==> config.mk <==
export PLATFORM = sky130hd
export DESIGN_NAME = oct_fault_trim
export DESIGN_NICKNAME = d
export VERILOG_FILES = /design/src/logic/oct_pkg.sv /design/src/logic/oct_fault_trim.sv
export VERILOG_INCLUDE_DIRS = /design/src /design/src/logic
export SDC_FILE = /design/constraint.sdc
export NUM_CORES = 1
export LEC_CHECK = 0
export BUFFER_PORTS_ARGS = -buffer_cell sky130_fd_sc_hd__buf_4
export CAP_MARGIN = 15
export CORE_MARGIN = 10
export CORE_UTILIZATION = 30
export CTS_CLUSTER_DIAMETER = 40
export DETAILED_ROUTE_END_ITERATION = 6
export GPL_TIMING_DRIVEN = 0
export PLACE_DENSITY = 0.5
export SYNTH_ARGS = -nofsm -noshare
export SYNTH_HDL_FRONTEND = slang
export SYNTH_SLANG_ARGS = --single-unit
==> constraint.sdc <==
create_clock -name CLK -period 6.3 [get_ports CLK]
set_clock_uncertainty 0.05 [all_clocks]
set_input_delay 1.26 -clock CLK [delete_from_list [all_inputs] [get_ports CLK]]
set_output_delay 1.26 -clock CLK [all_outputs]
set_load 0.02 [all_outputs]
==> src/logic/oct_consts.svh <==
// Purpose: constants for the overcurrent fault and trim logic
// Assumes: 10 MHz clock, levels in tenths of a percent of full scale
// Notes: definitions only
`ifndef OCT_CONSTS_SVH
`define OCT_CONSTS_SVH
`define OCT_CLK_NS 100
`define OCT_CYC(ns) (((ns) + `OCT_CLK_NS - 1) / `OCT_CLK_NS)
`define OCT_WORD_W 26
// configuration word 0 layout
`define OCT_WLOCK_BIT 25
`define OCT_COMM_BIT 24
`define OCT_POL_BIT 21
`define OCT_ZERO_MSB 17
`define OCT_ZERO_LSB 9
`define OCT_GAIN_MSB 8
`define OCT_GAIN_LSB 0
// configuration word 1 layout
`define OCT_HYST_MSB 25
`define OCT_HYST_LSB 24
`define OCT_HOLD_BIT 23
`define OCT_PDIS_BIT 22
`define OCT_NDIS_BIT 21
`define OCT_QUAL_MSB 20
`define OCT_QUAL_LSB 18
`define OCT_NEG_MSB 13
`define OCT_NEG_LSB 7
`define OCT_POS_MSB 6
`define OCT_POS_LSB 0
// reset values: polarity 1, trip hold 0
`define OCT_CFG0_RST 26'h0200000
`define OCT_CFG1_RST 26'h0000000
// access selectors
`define OCT_SEL_CFG0 2'h0
`define OCT_SEL_CFG1 2'h1
`define OCT_SEL_TEMP 2'h2
// trip level = base + code * step, tenths of a percent
`define OCT_TRIP_BASE 12'h1F4
`define OCT_TRIP_STEP 12'h010
`define OCT_HYST_FLOOR 12'h0FA
`define OCT_HYST0 12'h06E
`define OCT_HYST1 12'h0DC
`define OCT_HYST2 12'h1A4
`define OCT_HYST3 12'h2EE
// qualifier delays in ns
`define OCT_QUAL0_NS 2300
`define OCT_QUAL1_NS 2900
`define OCT_QUAL2_NS 5000
`define OCT_QUAL3_NS 7600
`define OCT_QUAL4_NS 10100
`define OCT_QUAL5_NS 12600
`define OCT_QUAL6_NS 15300
`define OCT_QUAL7_NS 17900
// fault clear time in ns
`define OCT_CLR_NS 1000
`endif

==> src/logic/oct_pkg.sv <==
// Purpose: types for the overcurrent fault and trim logic
// Assumes: oct_consts.svh supplies the widths
// Notes: whole module state except the run_q assertion counter is one struct
`include "oct_consts.svh"
package oct_pkg;
  typedef enum logic {PH_LOAD, PH_RUN} oct_phase_t;
  typedef struct packed {
    oct_phase_t phase;
    logic bidir;
    logic [`OCT_WORD_W-1:0] cfg0;
    logic [`OCT_WORD_W-1:0] cfg1;
    logic [1:0][7:0] qual_cnt;
    logic [1:0][3:0] clr_cnt;
    logic [1:0] oc_act;
    logic hold;
    logic fault_n;
    logic ack;
    logic refuse;
    logic [`OCT_WORD_W-1:0] rdata;
    logic nv_stb;
    logic nv_sel;
    logic [`OCT_WORD_W-1:0] nv_data;
    logic [11:0] gain;
    logic [11:0] zero;
    logic [11:0] temp;
    logic sense_inv;
  } oct_state_t;
endpackage : oct_pkg
==> src/logic/oct_fault_trim.sv <==
// Purpose: lock policy, signed trims, polarity, overcurrent trip and release
// Assumes: excursions arrive as magnitudes in tenths of a percent of full scale
// Notes: RST stands for power cycling; it is the only way out of a held fault
`timescale 1ns/1ps
`default_nettype none
`include "oct_consts.svh"
module oct_fault_trim (
  input wire logic CLK,
  input wire logic RST,
  input wire logic [`OCT_WORD_W-1:0] NV_WORD0,
  input wire logic [`OCT_WORD_W-1:0] NV_WORD1,
  input wire logic VARIANT_BIDIR,
  input wire logic ACC_REQ,
  input wire logic ACC_WRITE,
  input wire logic ACC_NV,
  input wire logic [1:0] ACC_SEL,
  input wire logic ACC_VIA_OUT,
  input wire logic OVERVOLTAGE_ENTRY,
  input wire logic [`OCT_WORD_W-1:0] ACC_WDATA,
  input wire logic [11:0] POS_EXCURSION,
  input wire logic [11:0] NEG_EXCURSION,
  input wire logic OT_DETECT,
  input wire logic [11:0] TEMP_SAMPLE,
  input wire logic TEMP_SAMPLE_VALID,
  output logic ACC_ACK,
  output logic ACC_REFUSE,
  output logic [`OCT_WORD_W-1:0] ACC_RDATA,
  output logic NV_WR_STB,
  output logic NV_WR_SEL,
  output logic [`OCT_WORD_W-1:0] NV_WR_DATA,
  output logic [11:0] GAIN_TRIM,
  output logic [11:0] ZERO_LEVEL_TRIM,
  output logic OUTPUT_SENSE_INVERT,
  output logic FAULT_N,
  output logic OC_POS_ACTIVE,
  output logic OC_NEG_ACTIVE,
  output logic [11:0] TEMP_CODE,
  output logic READY
);
  localparam logic [7:0] CLR_CYC = 8'(`OCT_CYC(`OCT_CLR_NS));
  oct_pkg::oct_state_t s_q;
  oct_pkg::oct_state_t s_d;
  logic wlock;
  logic comm_block;
  logic trip_hold;
  logic [1:0] trip_dis;
  logic [1:0] above;
  logic [1:0] below_rel;
  logic [1:0][11:0] trip_lvl;
  logic [1:0][11:0] hyst_eff;
  logic [1:0][11:0] exc;
  logic [11:0] hyst_raw;
  logic [7:0] qual_cyc;
  logic path_ok;

  assign wlock = s_q.cfg0[`OCT_WLOCK_BIT];
  assign comm_block = s_q.cfg0[`OCT_COMM_BIT];
  assign trip_hold = s_q.cfg1[`OCT_HOLD_BIT];
  assign exc[0] = POS_EXCURSION;
  assign exc[1] = NEG_EXCURSION;
  // negative side is dead on unidirectional parts
  assign trip_dis[0] = s_q.cfg1[`OCT_PDIS_BIT];
  assign trip_dis[1] = s_q.cfg1[`OCT_NDIS_BIT] | ~s_q.bidir;
  // the output pin path only exists after overvoltage entry
  assign path_ok = ~ACC_VIA_OUT | (OVERVOLTAGE_ENTRY & ~comm_block);

  always_comb begin
    case (s_q.cfg1[`OCT_HYST_MSB:`OCT_HYST_LSB])
      2'h0: hyst_raw = `OCT_HYST0;
      2'h1: hyst_raw = `OCT_HYST1;
      2'h2: hyst_raw = `OCT_HYST2;
      default: hyst_raw = `OCT_HYST3;
    endcase
  end

  always_comb begin
    case (s_q.cfg1[`OCT_QUAL_MSB:`OCT_QUAL_LSB])
      3'h0: qual_cyc = 8'(`OCT_CYC(`OCT_QUAL0_NS));
      3'h1: qual_cyc = 8'(`OCT_CYC(`OCT_QUAL1_NS));
      3'h2: qual_cyc = 8'(`OCT_CYC(`OCT_QUAL2_NS));
      3'h3: qual_cyc = 8'(`OCT_CYC(`OCT_QUAL3_NS));
      3'h4: qual_cyc = 8'(`OCT_CYC(`OCT_QUAL4_NS));
      3'h5: qual_cyc = 8'(`OCT_CYC(`OCT_QUAL5_NS));
      3'h6: qual_cyc = 8'(`OCT_CYC(`OCT_QUAL6_NS));
      default: qual_cyc = 8'(`OCT_CYC(`OCT_QUAL7_NS));
    endcase
  end

  // per-direction trip level, clamped hysteresis and comparisons
  for (genvar i = 0; i < 2; i++) begin : g_dir
    logic [6:0] code;
    assign code = (i == 0) ? s_q.cfg1[`OCT_POS_MSB:`OCT_POS_LSB]
                           : s_q.cfg1[`OCT_NEG_MSB:`OCT_NEG_LSB];
    assign trip_lvl[i] = `OCT_TRIP_BASE + 12'(code * `OCT_TRIP_STEP);
    // trip never below 50 percent, so the subtraction cannot wrap
    assign hyst_eff[i] = (hyst_raw > trip_lvl[i] - `OCT_HYST_FLOOR)
                         ? trip_lvl[i] - `OCT_HYST_FLOOR : hyst_raw;
    assign above[i] = exc[i] > trip_lvl[i];
    assign below_rel[i] = exc[i] < trip_lvl[i] - hyst_eff[i];
  end

  always_comb begin
    s_d = s_q;
    s_d.ack = 1'b0;
    s_d.refuse = 1'b0;
    s_d.nv_stb = 1'b0;
    if (s_q.phase == oct_pkg::PH_LOAD) begin
      // nonvolatile words become the governing shadow copies
      s_d.cfg0 = NV_WORD0;
      s_d.cfg1 = NV_WORD1;
      s_d.bidir = VARIANT_BIDIR;
      s_d.phase = oct_pkg::PH_RUN;
    end else if (ACC_REQ) begin
      if (!path_ok || (ACC_WRITE && ACC_NV && wlock)) begin
        s_d.refuse = 1'b1;
      end else if (ACC_WRITE && ACC_SEL[1] == 1'b0) begin
        s_d.ack = 1'b1;
        if (ACC_NV) begin
          s_d.nv_stb = 1'b1;
          s_d.nv_sel = ACC_SEL[0];
          s_d.nv_data = ACC_WDATA;
        end else if (ACC_SEL == `OCT_SEL_CFG0) begin
          s_d.cfg0 = ACC_WDATA;
        end else begin
          s_d.cfg1 = ACC_WDATA;
        end
      end else if (ACC_WRITE) begin
        s_d.refuse = 1'b1;
      end else begin
        s_d.ack = 1'b1;
        if (ACC_SEL == `OCT_SEL_TEMP) begin
          s_d.rdata = {14'h0000, s_q.temp};
        end else if (ACC_SEL == `OCT_SEL_CFG0) begin
          s_d.rdata = ACC_NV ? NV_WORD0 : s_q.cfg0;
        end else if (ACC_SEL == `OCT_SEL_CFG1) begin
          s_d.rdata = ACC_NV ? NV_WORD1 : s_q.cfg1;
        end else begin
          s_d.rdata = '0;
        end
      end
    end
    for (int i = 0; i < 2; i++) begin
      if (s_q.phase != oct_pkg::PH_RUN || trip_dis[i]) begin
        s_d.qual_cnt[i] = 8'h00;
        s_d.clr_cnt[i] = 4'h0;
        s_d.oc_act[i] = 1'b0;
      end else if (!s_q.oc_act[i]) begin
        s_d.clr_cnt[i] = 4'h0;
        // any dip below trip restarts the qualifier
        if (!above[i]) begin
          s_d.qual_cnt[i] = 8'h00;
        end else if (s_q.qual_cnt[i] >= qual_cyc - 8'h01) begin
          s_d.oc_act[i] = 1'b1;
          s_d.qual_cnt[i] = 8'h00;
        end else begin
          s_d.qual_cnt[i] = s_q.qual_cnt[i] + 8'h01;
        end
      end else if (!below_rel[i]) begin
        s_d.clr_cnt[i] = 4'h0;
      end else if (8'(s_q.clr_cnt[i]) >= CLR_CYC - 8'h01) begin
        s_d.oc_act[i] = 1'b0;
        s_d.clr_cnt[i] = 4'h0;
      end else begin
        s_d.clr_cnt[i] = s_q.clr_cnt[i] + 4'h1;
      end
    end
    if (trip_hold && (|s_d.oc_act || OT_DETECT)) begin
      s_d.hold = 1'b1;
    end
    s_d.fault_n = ~(|s_d.oc_act | OT_DETECT | s_d.hold);
    // trims are sign extended so downstream adds treat them as signed
    s_d.gain = {{3{s_d.cfg0[`OCT_GAIN_MSB]}},
                s_d.cfg0[`OCT_GAIN_MSB:`OCT_GAIN_LSB]};
    s_d.zero = {{3{s_d.cfg0[`OCT_ZERO_MSB]}},
                s_d.cfg0[`OCT_ZERO_MSB:`OCT_ZERO_LSB]};
    s_d.sense_inv = ~s_d.cfg0[`OCT_POL_BIT];
    if (TEMP_SAMPLE_VALID) begin
      s_d.temp = TEMP_SAMPLE;
    end
  end

  always_ff @(posedge CLK) begin
    if (RST) begin
      s_q <= '0;
      s_q.cfg0 <= `OCT_CFG0_RST;
      s_q.cfg1 <= `OCT_CFG1_RST;
      s_q.fault_n <= 1'b1;
    end else begin
      s_q <= s_d;
    end
  end

  assign ACC_ACK = s_q.ack;
  assign ACC_REFUSE = s_q.refuse;
  assign ACC_RDATA = s_q.rdata;
  assign NV_WR_STB = s_q.nv_stb;
  assign NV_WR_SEL = s_q.nv_sel;
  assign NV_WR_DATA = s_q.nv_data;
  assign GAIN_TRIM = s_q.gain;
  assign ZERO_LEVEL_TRIM = s_q.zero;
  assign OUTPUT_SENSE_INVERT = s_q.sense_inv;
  assign FAULT_N = s_q.fault_n;
  assign OC_POS_ACTIVE = s_q.oc_act[0];
  assign OC_NEG_ACTIVE = s_q.oc_act[1];
  assign TEMP_CODE = s_q.temp;
  assign READY = (s_q.phase == oct_pkg::PH_RUN);

  // helper: consecutive cycles of enabled positive excursion above trip
  logic [8:0] run_q;
  always_ff @(posedge CLK) begin
    if (RST || !above[0] || trip_dis[0] || !READY) begin
      run_q <= 9'h000;
    end else if (run_q != 9'h1FF) begin
      run_q <= run_q + 9'h001;
    end
  end
endmodule : oct_fault_trim
`default_nettype wire

==> reports/results.ini, run 1 <==
[clock_tree]
cts_tree=done
clk_path_buf_depth=2
path_clk_slew_ns=0.08
htreeDepth=4
cts.sinks=151
cts_buffers=17
cts_hold_buf=0
cts-root-buf=clkbuf_16
insertion_delay_ns=0.44

[die]
die_w_um=206
top_level_ports=223
coreArea_um2=34400
die_area_um2=42500
initial_core_util_pct=30.2
rows=68
die_h_um=206

[route]
met1_length_um=17400
drtIter0Drc=579
drc=0
viasPerCell=5.00
dr_wl_met2_um=18400
topRoutingLayerUsed=met4
wire_per_inst_um=19.4
wl_met3_um=2280
vias=10000
antenna_left=0
drt-pass1-iter-count=5
wl_um=38900

[cells_and_area]
nets=1751
final_cell_count_no_fill=2003
area_growth_pct=28.9
drive_gt1_share_pct=25.4
final_common_cell=buf_4
mostFrequentLayoutCells=buf_4 (317), nand2_1 (175), dfxtp_1 (149)
final_cell_area_um2=13400

[global_routing]
overflow=0
grt_usage_pct=17.7
first_global_vias=9590
grt_pass1_wl_um=57800
antenna_found_initial=3
grt_max_degree=19

[timing]
min_period_ns=5.88
max_freq_mhz=170
slew_violations=0
worst_slew_pin_slew_ns=1.11
hold_viol=0
layout_setup_ws_ns=0.417
slew-limit-headroom_pct=25.5
tns_ns=0
setup_viol=0
fin_crit_sh_pct=93.4

[logic_synthesis]
syn_inst=1283
synthFlopType=dfxtp_1
synth_seq_cells=151
synthesis.area_um2=10400
synth_top_area_cell=dfxtp_1
synth_top_area_share_pct=29.1
yosysUniqueCellTypes=76
ys_top_cells_by_area=dfxtp_1 (29%), ha_1 (11%), buf_4 (6.4%)
ys_seq_area_share_pct=29.1
avgSynthCellArea_um2=8.10
synth_edf_count=0
async_flop_share_pct=0
yosysWarningCount=0

[worst_setup_path]
cp-end-kind=flip-flop
worst_r2r_startpoint=g_dir[1].code[3]
critPathKind=reg2reg
ff2ff_setup_slack_ns=0.42
crit-reg2reg-capture=s_q[104]
worstPathMaxFanout=10
critPathRequiredTime_ns=6.61
cp-start-kind=flip-flop
r2r_cells=26
arrival_ns=6.20

[flow_run]
cap_violations=0

[place]
gp_congestion=0.862
port_buffers=220
dp_worst_setup_slack_ns=-0.395
dp_cells=1959
hpwl_um=31600
postPlaceCellArea_um2=12600

[min_path]
hold_depth=2
worstHoldStart=NV_WR_DATA[7]
hold_path.class=reg2reg
min_to=NV_WR_DATA[7]

[power]
power.total_uw=3110
leakage_uw=0.00585
ir_drop_mv=0.193
power_density_nw_per_um2=232

[run_status]
outcome=finished clean

## critical path, cell delays in order, from the launching register on
cell      delay [ns]
dfxtp_1         0.42
or4_4           0.59
nor2_2          0.16
xnor2_1         0.21
ha_1            0.31
ha_1            0.32
nand4_1         0.12
a21oi_1         0.15
nor2_1          0.09
nor4_4          0.34
buf_6           0.19
mux2i_1         0.19
ha_1            0.28
and3_1          0.21
nand3_1         0.10
o211ai_1        0.15
a2111o_1        0.39
o211ai_1        0.10
ha_1            0.30
nand4_1         0.11
nor3_1          0.06
nand2_1         0.09
nand2_1         0.06
a31oi_1         0.18
o21ai_2         0.12
or3b_4          0.41
nor2_1          0.12
## layout make-up
class	instances	area [um^2]
multi-input combinational	926	6330
timing repair buffer	229	1720
buffer	165	966
fill	3586	21000
sequential	151	3030
antenna	3	7.51
inverter	42	158
clock buffer	17	425
tap	455	569
clock inverter	15	198
## cell families after synthesis
group,share of synthesized area [%]
and+or+nand+nor,20.8
AOI/OAI and AO/OA,17.7
buffers and inverters,10.7
DFF,29.1
adders and majority gates,11.4
muxes,7.09
xor gates and xnor gates,3.20
other,0.0361
## state kept, by name, summed over array words and instances (netlist names), 12 cells and up
signal,count
TEMP_CODE,12
s_q,63
NV_WR_DATA,26
ACC_RDATA,26
g_dir.code,14
## routing by layer
layer	up-vias	GRT usage, %
li1	4986	-
met1	4670	23.2
met2	318	29.1
met3	31	2.90
met4	0	5.37
met5	-	0
## how the worst max path moves through the flow
| stage | startpoint | endpoint | slack [ns] | cells after the start |
|---|---|---|---|---|
| final | g_dir[1].code[3] | s_q[104] | 0.42 | 26 |
| after global placement | g_dir[1].code[0] | FAULT_N | -0.35 | 26 |
| after detailed placement | g_dir[1].code[0] | FAULT_N | -0.39 | 26 |
| after floorplan | g_dir[1].code[2] | s_q[103] | 0.71 | 25 |
| after global routing | g_dir[0].code[3] | FAULT_N | -0.05 | 25 |
| after CTS | g_dir[0].code[0] | FAULT_N | 0.003 | 25 |
## what timing repair did
item	CTS	global route
gates cloned	0	0
resized for setup	4	15
setup buffers	2	7
pin swaps	1	2
setup endpoints to repair	12	12
## Yosys cell counts (all sizes together) (39+ instances only)
cell type,count
a21oi,81
a311oi,51
buf,94
clkbuf,71
dfxtp,151
ha,93
inv,42
mux2i,41
nand2,175
nand3,50
nor2,137
o21ai,39
## stage by stage
stage / hold slack, ns / utilization (%)
2_1_floorplan: 0.387 / -
3_3_place_gp: 0.395 / 36.7
3_5_place_dp: 0.400 / 36.7
4_1_cts: 0.411 / 38.6
5_1_grt: 0.423 / 39.0
6_report: 0.410 / 39.0
## where the power goes
part           switching (uW)  leakage (uW)  internal, uW  total (uW)
Combinational             542       0.00431           447         990
Sequential               35.4       0.00124           992        1030
Clock                     512      0.000303           576        1090
Total                    1090       0.00585          2020        3110
Note: power is estimated with default switching activity, not from simulation.
==> run 2: changes to the inputs <==
--- a/config.mk
+++ b/config.mk
@@ -6,9 +6,9 @@
 export SDC_FILE = /design/constraint.sdc
 export NUM_CORES = 1
 export LEC_CHECK = 0
+export ABC_CLOCK_PERIOD_IN_PS = 6300
 export BUFFER_PORTS_ARGS = -buffer_cell sky130_fd_sc_hd__buf_4
 export CAP_MARGIN = 15
-export CORE_MARGIN = 10
 export CORE_UTILIZATION = 30
 export CTS_CLUSTER_DIAMETER = 40
 export DETAILED_ROUTE_END_ITERATION = 6
==> run 2 against run 1 <==
  * Combinational power is 0.6% lower
  * Setup slack lost 0.018 ns
  * Sequential power hardly changed
  * Final area is 0.21% lower
  * Global-route usage up 2.7 points
  * Non-clock buffer count decreased by 2
  * Largest cell class unchanged
  * Highest routed layer is now met5
==> reports/results.ini, run 2 (synthesized netlist as in run 1, its figures left out) <==
[power]
ir_drop_mv=0.194
leakage_uw=0.00582
power_density_nw_per_um2=229

[clock_tree]
cts_hold_buf=0
cts_buffers=17
cts_tree=done
cts.sinks=151
clk_path_buf_depth=2
htreeDepth=4
insertion_delay_ns=0.44
cts-root-buf=clkbuf_16
path_clk_slew_ns=0.07

[worst_setup_path]
cp-start-kind=flip-flop
critPathRequiredTime_ns=6.62
worstPathMaxFanout=10
critPathKind=reg2reg
arrival_ns=6.22
cp-end-kind=flip-flop

[timing]
setup_viol=0
slew-limit-headroom_pct=36.7
min_period_ns=5.90
tns_ns=0
slew_violations=0
max_freq_mhz=169
worst_slew_pin_slew_ns=0.949
fin_crit_sh_pct=93.7
hold_viol=0
layout_setup_ws_ns=0.398

[place]
dp_worst_setup_slack_ns=-0.402
gp_congestion=0.894
dp_cells=1952
port_buffers=220
postPlaceCellArea_um2=12600
hpwl_um=29500

[die]
coreArea_um2=33800
rows=67
top_level_ports=223
die_w_um=188
initial_core_util_pct=30.8
die_h_um=188
die_area_um2=35400

[cells_and_area]
final_cell_count_no_fill=1996
regMostFlops=s_q
area_growth_pct=28.6
mostFrequentLayoutCells=buf_4 (315), nand2_1 (175), dfxtp_1 (149)
final_cell_area_um2=13400
drive_gt1_share_pct=25.4
largest_register_ffs=63
nFillCells=3490
final_common_cell=buf_4
nets=1749

[route]
drtIter0Drc=693
drt-pass1-iter-count=5
viasPerCell=5.00
wl_um=36600
vias=9979
drc=0
antenna_left=0
wire_per_inst_um=18.3

[global_routing]
grt_usage_pct=20.4
grt_max_degree=17
overflow=0
first_global_vias=9385
grt_pass1_wl_um=55200
antenna_found_initial=8

[min_path]
hold_path.class=reg2reg

[run_status]
outcome=finished clean

[flow_run]
cap_violations=0

[run 2: per-stage QoR]
step	util, %	total power (uW)	hold WS, ns
after floorplan	-	1700	0.387
after global placement	37.3	1990	0.394
after detailed placement	37.3	2000	0.400
after CTS	39.3	3070	0.409
after global routing	39.6	3250	0.423
final	39.6	3070	0.408
[run 2: power by group]
group / internal [uW] / leakage [uW] / total [uW] / switching (uW)
Clock: 574 / 0.000288 / 1050 / 481
Sequential: 992 / 0.00124 / 1030 / 34.9
Combinational: 445 / 0.00430 / 984 / 539
[run 2: final timing paths]
kind | from | end | slack, ns | cells past startpoint
max | g_dir[1].code[2] | s_q[104] | 0.40 | 25
min | NV_WR_DATA[6] | NV_WR_DATA[6] | 0.41 | 2
max reg2reg | g_dir[1].code[2] | s_q[104] | 0.40 | 25
min reg2reg | NV_WR_DATA[6] | NV_WR_DATA[6] | 0.41 | 2
[run 2: what timing repair did]
| action | CTS | global route |
|---|---|---|
| pin swaps | 2 | 2 |
| endpoints found under the hold margin | 0 | 0 |
| cloned | 0 | 0 |
| setup endpoints to repair | 12 | 12 |
| resized for setup | 6 | 14 |
| buffers inserted | 5 | 2 |
[run 2: cell type report]
cell class | instances | area, um^2 | area share, %
Clock buffer | 18 | 439 | 3.29
Multi-Input combinational cell | 926 | 6340 | 47.4
Buffer | 165 | 966 | 7.23
Sequential cell | 151 | 3030 | 22.6
Timing Repair Buffer | 227 | 1700 | 12.7
Tap cell | 448 | 561 | 4.19
Clock inverter | 14 | 159 | 1.19
Antenna cell | 5 | 12.5 | 0.0936
Inverter | 42 | 158 | 1.18
[run 2: routing by layer]
layer / vias to the layer above / wire, um / track usage [%]
met5: - / 41 / 0
met4: 6 / 688 / 6.72
met3: 45 / 2370 / 3.97
met2: 285 / 17000 / 32.9
met1: 4654 / 16500 / 27.0
li1: 4989 / - / -
[run 2: critical path, stage by stage (launching register included)]
cell and delay (ns):
dfxtp_1 0.31, buf_6 0.13, or4_4 0.56, nor2_2 0.16, xnor2_1 0.20, ha_1 0.31, ha_1 0.32, nand2_1 0.05
o21ai_0 0.20, nor2_1 0.11, nor4_4 0.30, buf_6 0.18, mux2i_1 0.19, ha_1 0.28, and3_1 0.21, nand3_1 0.09
o211ai_1 0.16, a2111o_1 0.39, o211ai_1 0.11, ha_1 0.29, a211oi_1 0.26, nand2_1 0.07, a31oi_1 0.24, o21ai_4 0.13
or3b_4 0.42, nor2_1 0.11
